`src/core/icr_regs.vh`:
```
// Register offsets, field positions and reset values of the interrupt block
`ifndef ICR_REGS_VH
`define ICR_REGS_VH
// Byte offsets on the register bus
`define ICR_OFS_STATUS  8'h00
`define ICR_OFS_CORE    8'h04
`define ICR_OFS_CTL1    8'h08
`define ICR_OFS_CTL2    8'h0C
`define ICR_OFS_FLAGS   8'h10
`define ICR_OFS_ENABLE  8'h14
`define ICR_OFS_PRIO0   8'h18
`define ICR_OFS_PRIO1   8'h1C
`define ICR_OFS_PRIO2   8'h20
`define ICR_OFS_PRIO3   8'h24
`define ICR_OFS_CAPTURE 8'h28
// Field positions
`define ICR_LVL_LO      5
`define ICR_LVL_HI      7
`define ICR_LVL3_BIT    3
`define ICR_NEST_BIT    15
`define ICR_OVA_BIT     14
`define ICR_OVB_BIT     13
`define ICR_COVA_BIT    12
`define ICR_COVB_BIT    11
`define ICR_SFT_BIT     7
`define ICR_ADDR_BIT    3
`define ICR_STK_BIT     2
`define ICR_OSC_BIT     1
`define ICR_ALT_BIT     15
`define ICR_DISABLE_INSTR_ACTIVE_BIT    14
// Writable masks of the status and control registers
`define ICR_MASK_STATUS 16'h00E0
`define ICR_MASK_CTL1   16'hF88E
`define ICR_MASK_CTL2   16'h801F
// Reset values and the top CPU level
`define ICR_RST_WORD    16'h0000
`define ICR_RST_LEVEL   4'h0
`define ICR_LVL_MAX     3'h7
// Vector number of source zero
`define ICR_VEC_BASE    7'h08
`endif

```
`src/core/icr_ctrl.v`:
```
// Interrupt control and status registers with priority resolution
//
// Behaviour
// RULE1: Each source has a flag set by hardware, cleared only by software.
// RULE2: Each source has its own software enable bit.
// RULE3: Each source has a 3-bit software priority, eight levels.
// RULE4: Capture latches 7-bit vector number and 4-bit pending level.
// RULE5: Source n uses flag bit n, enable bit n, priority bits 3n+2:3n.
// RULE6: CPU level held in status bits 7-5, software writable; bit 3 extends.
// RULE7: Level bits 111 mean level 7, no user interrupt taken.
// RULE8: Core level bit 3 set means level 8-15, user interrupts off.
// RULE9: Core level bit 3 is not software writable.
// RULE10: Control one bit 15 set disables nesting, clear enables it.
// RULE11: With nesting disabled the status level bits ignore writes.
// RULE12: Control one holds accumulator overflow and catastrophic trap flags.
// RULE13: Control one bits 3,2,1 flag address, stack, oscillator traps.
// RULE14: Control one bit 7 flags an invalid accumulator shift trap.
// RULE15: Control two bit 15 selects alternate table; bit 14 shows disable.
// RULE16: Control two bits 4:0 pick falling edge when 1, rising when 0.
// RULE17: Unimplemented bits ignore writes and read as zero.
// RULE18: Alternate select makes every vector come from alternate table.
// RULE19: Present highest enabled pending above CPU level; ties to lowest.
// RULE20: Every flag, enable and priority field clears on reset.
`timescale 1ns/100ps
`default_nettype none
`include "icr_regs.vh"

module icr_ctrl #(
    parameter NUM_SRC = 16,
    parameter NUM_EXT = 5
) (
    // Clock and reset
    input  wire                 clk_sys,
    input  wire                 reset,
    // Wishbone slave
    input  wire                 wb_cyc_i,
    input  wire                 wb_stb_i,
    input  wire                 wb_we_i,
    input  wire [7:0]           wb_adr_i,
    input  wire [3:0]           wb_sel_i,
    input  wire [31:0]          wb_dat_i,
    output reg  [31:0]          wb_dat_o,
    output reg                  wb_ack_o,
    // Peripheral request pulses, bit n is source n
    input  wire [NUM_SRC-1:0]   srcReq,
    // External interrupt pins
    input  wire [NUM_EXT-1:0]   extIrqPin,
    // Trap causes, one-cycle pulses
    input  wire                 trapAccAOvf,
    input  wire                 trapAccBOvf,
    input  wire                 trapAccACat,
    input  wire                 trapAccBCat,
    input  wire                 trapShiftErr,
    input  wire                 trapAddress,
    input  wire                 trapStack,
    input  wire                 trapOscFail,
    // Core side
    input  wire                 coreLevel3Set,
    input  wire                 coreLevel3Clr,
    input  wire                 disableInstrActive,
    output reg                  irqValid,
    output reg  [6:0]           irqVector,
    output reg  [3:0]           irqLevel,
    output wire                 altVectorSelect
);

    // ==========================================================
    // Registers
    reg  [2:0]          cpuLevel_reg;
    reg                 cpuLevel3_reg;
    reg  [15:0]         ctlOne_reg;
    reg  [15:0]         ctlTwo_reg;
    reg  [NUM_SRC-1:0]  flag_reg;
    reg  [NUM_SRC-1:0]  enable_reg;
    reg  [3*NUM_SRC-1:0] prio_reg;
    reg  [6:0]          capVector_reg;
    reg  [3:0]          capLevel_reg;
    reg  [NUM_EXT-1:0]  sync1_reg;
    reg  [NUM_EXT-1:0]  sync2_reg;
    reg  [NUM_EXT-1:0]  sync3_reg;

    // A request is taken at one edge only: the ack it raises gates a
    // second take while the master still holds cyc and stb
    wire                access = wb_cyc_i & wb_stb_i & ~wb_ack_o;
    wire                wrLo = access & wb_we_i & wb_sel_i[0];
    wire                wrHi = access & wb_we_i & wb_sel_i[1];
    wire [15:0]         wd = wb_dat_i[15:0];

    // ==========================================================
    // External pin edge detection
    // A pin level is accepted only when stages two and three agree, so
    // a one-cycle glitch that slips through the first stage is dropped.
    // The edge is taken against the accepted level, not a raw stage, so
    // a polarity change while the pin sits still never fakes an edge.
    wire [NUM_EXT-1:0]  extEdge;
    wire [NUM_EXT-1:0]  pinAgree;
    wire [NUM_EXT-1:0]  pinLevel_next;
    reg  [NUM_EXT-1:0]  pinLevel_reg;
    wire [NUM_SRC-1:0]  hwSet;
    genvar g;
    generate
        for (g = 0; g < NUM_EXT; g = g + 1) begin : gExt
            // Stages two and three hold the same value
            assign pinAgree[g] = ~(sync2_reg[g] ^ sync3_reg[g]);
            // Accepted level follows stage three only on agreement
            assign pinLevel_next[g] = pinAgree[g] ? sync3_reg[g] :
                                                    pinLevel_reg[g];
            // Falling when polarity is 1, rising when 0
            assign extEdge[g] = pinAgree[g] &
                (sync3_reg[g] != pinLevel_reg[g]) &
                (sync3_reg[g] ^ ctlTwo_reg[g]); // see RULE16
        end
    endgenerate

    // External pin n raises source n; sources above the pins come
    // from peripheral request lines only
    assign hwSet = srcReq |
        {{(NUM_SRC-NUM_EXT){1'b0}}, extEdge};

    // Three-stage pin synchroniser and accepted pin level. The level
    // clears low on reset, so a pin that rests high shows one rising
    // edge after reset; software clears that flag before enabling it.
    always @(posedge clk_sys) begin
        if (reset) begin
            sync1_reg <= {NUM_EXT{1'b0}};
            sync2_reg <= {NUM_EXT{1'b0}};
            sync3_reg <= {NUM_EXT{1'b0}};
            pinLevel_reg <= {NUM_EXT{1'b0}};
        end else begin
            sync1_reg <= extIrqPin;
            sync2_reg <= sync1_reg;
            sync3_reg <= sync2_reg;
            pinLevel_reg <= pinLevel_next;
        end
    end

    // ==========================================================
    // Write byte-lane merge helpers. Lanes are gated by the take, so a
    // held request or an idle bus leaves every register as it was; the
    // mask keeps read-only and unused bits out of every write.
    function [15:0] merge;
        input [15:0] old;
        input [15:0] mask;
        reg   [15:0] lane;
        begin
            lane = {{8{wrHi}}, {8{wrLo}}} & mask;
            merge = (old & ~lane) | (wd & lane);
        end
    endfunction

    // ==========================================================
    // Control and status registers
    // Trap causes gathered at their flag positions in control one
    reg  [15:0] trapSet;
    always @* begin
        trapSet = `ICR_RST_WORD;
        trapSet[`ICR_OVA_BIT]  = trapAccAOvf;  // see RULE12
        trapSet[`ICR_OVB_BIT]  = trapAccBOvf;  // see RULE12
        trapSet[`ICR_COVA_BIT] = trapAccACat;  // see RULE12
        trapSet[`ICR_COVB_BIT] = trapAccBCat;  // see RULE12
        trapSet[`ICR_SFT_BIT]  = trapShiftErr; // see RULE14
        trapSet[`ICR_ADDR_BIT] = trapAddress;  // see RULE13
        trapSet[`ICR_STK_BIT]  = trapStack;    // see RULE13
        trapSet[`ICR_OSC_BIT]  = trapOscFail;  // see RULE13
    end

    wire [15:0] statusWr = merge({8'h00, cpuLevel_reg, 5'h00},
                                 `ICR_MASK_STATUS);

    always @(posedge clk_sys) begin
        if (reset) begin // see RULE20
            cpuLevel_reg  <= 3'h0;
            cpuLevel3_reg <= 1'b0;
            ctlOne_reg    <= `ICR_RST_WORD;
            ctlTwo_reg    <= `ICR_RST_WORD;
        end else begin
            // Level bits locked while nesting is off
            if (wb_adr_i == `ICR_OFS_STATUS &&
                !ctlOne_reg[`ICR_NEST_BIT]) // see RULE11
                cpuLevel_reg <=
                    statusWr[`ICR_LVL_HI:`ICR_LVL_LO]; // see RULE6
            // Bit 3 moves only by core, never by bus; a set and a clear
            // in one cycle leave it set, the safer of the two
            if (coreLevel3Set)
                cpuLevel3_reg <= 1'b1; // see RULE9
            else if (coreLevel3Clr)
                cpuLevel3_reg <= 1'b0;
            // Trap flags: set wins over a clearing write
            if (wb_adr_i == `ICR_OFS_CTL1)
                ctlOne_reg <= merge(ctlOne_reg, `ICR_MASK_CTL1) |
                    trapSet; // see RULE10
            else
                ctlOne_reg <= ctlOne_reg | trapSet;
            if (wb_adr_i == `ICR_OFS_CTL2)
                ctlTwo_reg <= merge(ctlTwo_reg,
                    `ICR_MASK_CTL2); // see RULE17
        end
    end

    // ==========================================================
    // Flags, enables and priorities
    always @(posedge clk_sys) begin
        if (reset) begin // see RULE20
            flag_reg   <= {NUM_SRC{1'b0}};
            enable_reg <= {NUM_SRC{1'b0}};
            prio_reg   <= {(3*NUM_SRC){1'b0}};
        end else begin
            // Hardware set beats a software clear: a request arriving in
            // the cycle of a clearing write is kept, never lost
            if (wb_adr_i == `ICR_OFS_FLAGS)
                flag_reg <= merge(flag_reg, 16'hFFFF) |
                    hwSet; // see RULE1
            else
                flag_reg <= flag_reg | hwSet; // see RULE1
            if (wb_adr_i == `ICR_OFS_ENABLE)
                enable_reg <= merge(enable_reg, 16'hFFFF); // see RULE2
            // Four sources per priority word, bit 3 of each nibble zero;
            // the four words cover the sixteen default sources
            if (wb_adr_i == `ICR_OFS_PRIO0)
                prio_reg[11:0] <= pack(merge(unpack(prio_reg[11:0]),
                    16'h7777)); // see RULE3
            if (wb_adr_i == `ICR_OFS_PRIO1)
                prio_reg[23:12] <= pack(merge(unpack(prio_reg[23:12]),
                    16'h7777)); // see RULE5
            if (wb_adr_i == `ICR_OFS_PRIO2)
                prio_reg[35:24] <= pack(merge(unpack(prio_reg[35:24]),
                    16'h7777));
            if (wb_adr_i == `ICR_OFS_PRIO3)
                prio_reg[47:36] <= pack(merge(unpack(prio_reg[47:36]),
                    16'h7777));
        end
    end

    // Nibble packing of priority fields
    function [15:0] unpack;
        input [11:0] p;
        begin
            unpack = {1'b0, p[11:9], 1'b0, p[8:6],
                      1'b0, p[5:3], 1'b0, p[2:0]};
        end
    endfunction

    function [11:0] pack;
        input [15:0] w;
        begin
            pack = {w[14:12], w[10:8], w[6:4], w[2:0]};
        end
    endfunction

    // ==========================================================
    // Priority resolution
    reg  [2:0]  bestPrio;
    reg  [6:0]  bestIdx;
    reg         bestHit;
    reg  [2:0]  thisPrio;
    integer     i;
    always @* begin
        bestPrio = 3'h0;
        bestIdx  = 7'h00;
        bestHit  = 1'b0;
        thisPrio = 3'h0;
        // Strictly greater keeps the lowest index on ties: the scan runs
        // from source zero upward, so an equal priority met later never
        // displaces the earlier source
        for (i = 0; i < NUM_SRC; i = i + 1) begin
            thisPrio = prio_reg[3*i +: 3];
            if (flag_reg[i] && enable_reg[i] &&
                (!bestHit || thisPrio > bestPrio)) begin // see RULE19
                bestPrio = thisPrio;
                bestIdx  = i[6:0];
                bestHit  = 1'b1;
            end
        end
    end

    // Level 7 or bit 3 set blocks every user source. Bit 3 comes only
    // from the core, so software cannot mask a trap by writing a
    // level; the pending request must also beat the current level.
    wire above = bestHit && !cpuLevel3_reg && // see RULE8
                 cpuLevel_reg != `ICR_LVL_MAX && // see RULE7
                 bestPrio > cpuLevel_reg; // see RULE19

    always @(posedge clk_sys) begin
        if (reset) begin
            capVector_reg <= 7'h00;
            capLevel_reg  <= `ICR_RST_LEVEL;
            irqValid      <= 1'b0;
            irqVector     <= 7'h00;
            irqLevel      <= `ICR_RST_LEVEL;
        end else begin
            // Valid follows the qualified request every cycle; vector,
            // level and capture hold their last value while it is low
            irqValid <= above;
            if (above) begin
                capVector_reg <= bestIdx + `ICR_VEC_BASE; // see RULE4
                capLevel_reg  <= {1'b0, bestPrio}; // see RULE4
                irqVector     <= bestIdx + `ICR_VEC_BASE;
                irqLevel      <= {1'b0, bestPrio};
            end
        end
    end

    // Vector fetch steered to alternate table; the core reads this
    // level at each vector fetch, traps included
    assign altVectorSelect = ctlTwo_reg[`ICR_ALT_BIT]; // see RULE18

    // ==========================================================
    // Bus read and acknowledge
    reg  [15:0] rd;
    always @* begin
        rd = `ICR_RST_WORD;
        case (wb_adr_i)
            `ICR_OFS_STATUS:  rd = {8'h00, cpuLevel_reg, 5'h00};
            `ICR_OFS_CORE:    rd = {12'h000, cpuLevel3_reg, 3'h0};
            `ICR_OFS_CTL1:    rd = ctlOne_reg;
            `ICR_OFS_CTL2:    rd = {ctlTwo_reg[15], disableInstrActive,
                                    ctlTwo_reg[13:0]}; // see RULE15
            `ICR_OFS_FLAGS:   rd = flag_reg;
            `ICR_OFS_ENABLE:  rd = enable_reg;
            `ICR_OFS_PRIO0:   rd = unpack(prio_reg[11:0]);
            `ICR_OFS_PRIO1:   rd = unpack(prio_reg[23:12]);
            `ICR_OFS_PRIO2:   rd = unpack(prio_reg[35:24]);
            `ICR_OFS_PRIO3:   rd = unpack(prio_reg[47:36]);
            // Level sits in bits 11:8, vector in bits 6:0
            `ICR_OFS_CAPTURE: rd = {4'h0, capLevel_reg, 1'b0,
                                    capVector_reg}; // see RULE4
            default:          rd = `ICR_RST_WORD; // see RULE17
        endcase
    end

    // One-cycle ack, data registered with it; the answer comes one
    // cycle after the take and drops in the cycle after that
    always @(posedge clk_sys) begin
        if (reset) begin
            wb_ack_o <= 1'b0;
            wb_dat_o <= 32'h0000_0000;
        end else begin
            wb_ack_o <= access;
            wb_dat_o <= {16'h0000, rd};
        end
    end

endmodule // icr_ctrl
`default_nettype wire

```
`config.mk`:
```
export PLATFORM = sky130hd
export DESIGN_NAME = icr_ctrl
export DESIGN_NICKNAME = d
export VERILOG_FILES = /design/src/core/icr_ctrl.v
export VERILOG_INCLUDE_DIRS = /design/src /design/src/core
export SDC_FILE = /design/constraint.sdc
export NUM_CORES = 1
export LEC_CHECK = 0
export BUFFER_PORTS_ARGS = -buffer_cell sky130_fd_sc_hd__buf_2
export CORE_MARGIN = 2
export CORE_UTILIZATION = 59
export CTS_BUF_LIST = sky130_fd_sc_hd__clkbuf_8
export CTS_CLUSTER_SIZE = 20
export DETAILED_ROUTE_END_ITERATION = 10
export GPL_ROUTABILITY_DRIVEN = 0
export PLACE_DENSITY = 0.83
export SYNTH_ARGS = -nofsm -noshare
export SYNTH_HDL_FRONTEND = slang
export SYNTH_SLANG_ARGS = --single-unit
```
`constraint.sdc`:
```
create_clock -name clk_sys -period 28.2 [get_ports clk_sys]
set_input_delay 4.23 -clock clk_sys [delete_from_list [all_inputs] [get_ports clk_sys]]
set_output_delay 4.23 -clock clk_sys [all_outputs]
set_load 0.01 [all_outputs]
```
==> results.md <==
* Outcome: complete, no violations
* Placed cells at approximately 1300
* Final instance area at ~9000 um^2
* Die width at approximately 120 um
* Starting Density at between 60% and 70%
* Pwr/cell area at 46.0 nW/um^2
* Vias per cell at 6.32
* TritonCTS Buffers at 17
* Final setup viols at 0
* Crit path required time at about 29000 ps
* Worst Setup End Kind: flip-flop
* Number of global-route vias before repair at around 7300
* Hold Fails Final Rpt at 0
* Rows at 42
* Total global-route track usage at roughly 33%
* Final period utilization at between 80% and 90%
* Total power at 414 uW
* Cell variety after synth at between 70 and 80
* Slowest stage cell, crit path: a31oi_1
* Least-Margin Pin Slew at between 1000 and 1500 ps
* Initial antenna violation count at 0
* # IOs at ~130
* Layout area overhead at 12.0%
* Yosys top cell area share at roughly 36%
* IO buf count at 89
* Die Ht at about 120 um
* Setup Fix Bufs, Post-CTS at 0
* FF/Latch Area at 2900 um^2
* Post-CTS sizing at 0
* Max_cap viols at 0
* Area leader, netlist: dfxtp_1
* Synth Register Bits at 145
* Dpl hpwl at 16.8 mm
* Routed via count at 8118
* Slew margin rel. at about a quarter
* First-pass GRT wire length at about 38 mm
* Overflow left after global routing at 0
* Placed Area at approximately 8600 um^2
* CTS tree: built
* Unrepaired setup endpoints after global routing: no
* Cell area after synthesis at 8050 um^2
* Critical path class: reg2reg
* Number of synthesized flops with an enable pin at 0
* Largest net degree at the start of global routing at 83
* FFs w/ async S/R, synth at 0%
* CP arrival at about 25000 ps
* Die area at between 10000 and 15000 um^2
* Hold WC Path Type: reg2reg
* Leakage at approximately 0.0034 uW
* Filler Cell Count at approximately 1200
* Seq/Total Area, Yosys at a little over a third
* Total Negative Setup Slacks at 0 ps
* Mean Syn Cell Area at between 7 and 8 um^2
* Longest Clk Path Bufs at 2
* Number of warnings issued by yosys at 0
* ANT nets after route at 0
* Clock Pin Slew Worst Setup and Hold Paths at ~90 ps
* Largest cells by area after synthesis: dfxtp_1, a21oi_1, nand2_1
* Layout cells sized above 1 at between 10% and 20%
* Most used DFF post-synth: dfxtp_1
* Residual DRC at 0
* H-tree levels at 4
* Post-route insts no fill at 1285
* Clock sinks at 145
* Largest vdd supply drop at between 0.00003 and 0.00004 V
* Crit-path max FO at 11
* Peak Freq at about 0.04 GHz
* Final min period at 24980 ps
* Final slew viol count at 0
* Hold bufs inserted after CTS at 0
* Syn Inst Count at a little over 1000
* 1st-pass router iterations at 6
* Worst-Skew Late Latency at approximately 470 ps
* WL/cell at 18.4 um
* Area occupied by multi-input gates at approximately 4700 um^2
* Core area at roughly 13000 um^2
* Initial DRC Count at 1073
* Total wire length at around 24 mm
* Commonest non-fill, non-tap cell in the layout: nand2_1
* Slowest cell delay on critical path at 690 ps
* Final Skew at 13.9 ps
* Most frequent cells in the layout: nand2_1, dfxtp_1, a21oi_1, buf_2, nand3_1
* Nets at approximately 1200
* Root Driver: clkbuf_8
* CP most frequent cell: a21oi_1
* CP startpoint kind: flip-flop
worst max-delay path, delay by kind of cell (launching register included):
family / cells / cell delay, ps
fa+ha+maj: 17 / 4990
flops: 1 / 440
buf+inv: 6 / 620
simple gates: 25 / 4210
compound gates: 62 / 13330
mux: 3 / 1190
cells in the mapped netlist, drive strengths merged, types with 3 or more instances:
cell,count
nand2,157
o31ai,4
a21oi,127
mux2i,10
nor3,15
nor2,69
a31oi,32
o211ai,5
a221oi,4
o21a,6
nand3,86
a22oi,32
mux2,6
dfxtp,145
a21o,10
a2111oi,5
inv,47
a222oi,18
nor4,3
clkbuf,42
o21ai,23
buf,21
a311oi,5
and3,18
nand3b,5
a211oi,17
and2,9
o21bai,5
nor2b,17
ha,39
final timing paths:
| kind | start | end | slack (ps) | cells past startpoint |
|---|---|---|---|---|
| worst max-delay path | flag_reg[0]$_SDFF_PP0_ | capVector_reg[4]$_SDFFE_PP0P_ | 3220 | 113 |
| worst max register to register | flag_reg[0]$_SDFF_PP0_ | capVector_reg[4]$_SDFFE_PP0P_ | 3220 | 113 |
| worst min register to register | sync1_reg[4]$_SDFF_PP0_ | sync2_reg[4]$_SDFF_PP0_ | 440 | 1 |
| worst min-delay path | sync1_reg[4]$_SDFF_PP0_ | sync2_reg[4]$_SDFF_PP0_ | 440 | 1 |
metal layers:
metal	wire length, um	vias to the layer above	global-route usage (%)
li1	-	3847	-
met1	9730	3748	45.4
met2	10800	469	52.8
met3	2490	54	5.99
met4	590	0	11.8
met5	0	-	0
power by group:
part	switching, uW	internal, uW	leakage [uW]
registers	3.73	208	0.00118
clock network	82.8	101	0.000220
logic	12.3	6.40	0.00204
total	98.8	316	0.00343
cell families after synthesis:
group | count (synthesis) | share of synthesized area (%)
flip-flops | 145 | 36.1
multiplexers | 16 | 2.13
AND/OR/NAND/NOR | 390 | 22.1
other | 1 | 0.0466
AO/OA/AOI/OAI | 317 | 27.4
adder cells (fa/ha/maj) | 40 | 6.20
buffers and inverters | 110 | 6.12
layout make-up:
cell class / count / area share, %
diodes: 1 / 0.0278
clock buffers: 19 / 2.90
clock inverters: 13 / 2.03
inverters: 47 / 1.96
multi-input cells: 782 / 52.4
flip-flops and latches: 145 / 32.2
well taps: 176 / 2.44
repair buffers: 102 / 6.05
stage by stage:
| step | hold slack (ps) | util [%] | worst slack [ps] |
|---|---|---|---|
| after floorplan | 414 | - | 6300 |
| after global placement | 417 | 64.5 | 4050 |
| after detailed placement | 423 | 64.5 | 3540 |
| after CTS | 443 | 67.8 | 3490 |
| after global routing | 461 | 67.8 | 892 |
| final | 439 | 67.8 | 3220 |
(Power assumes the default switching activity.)
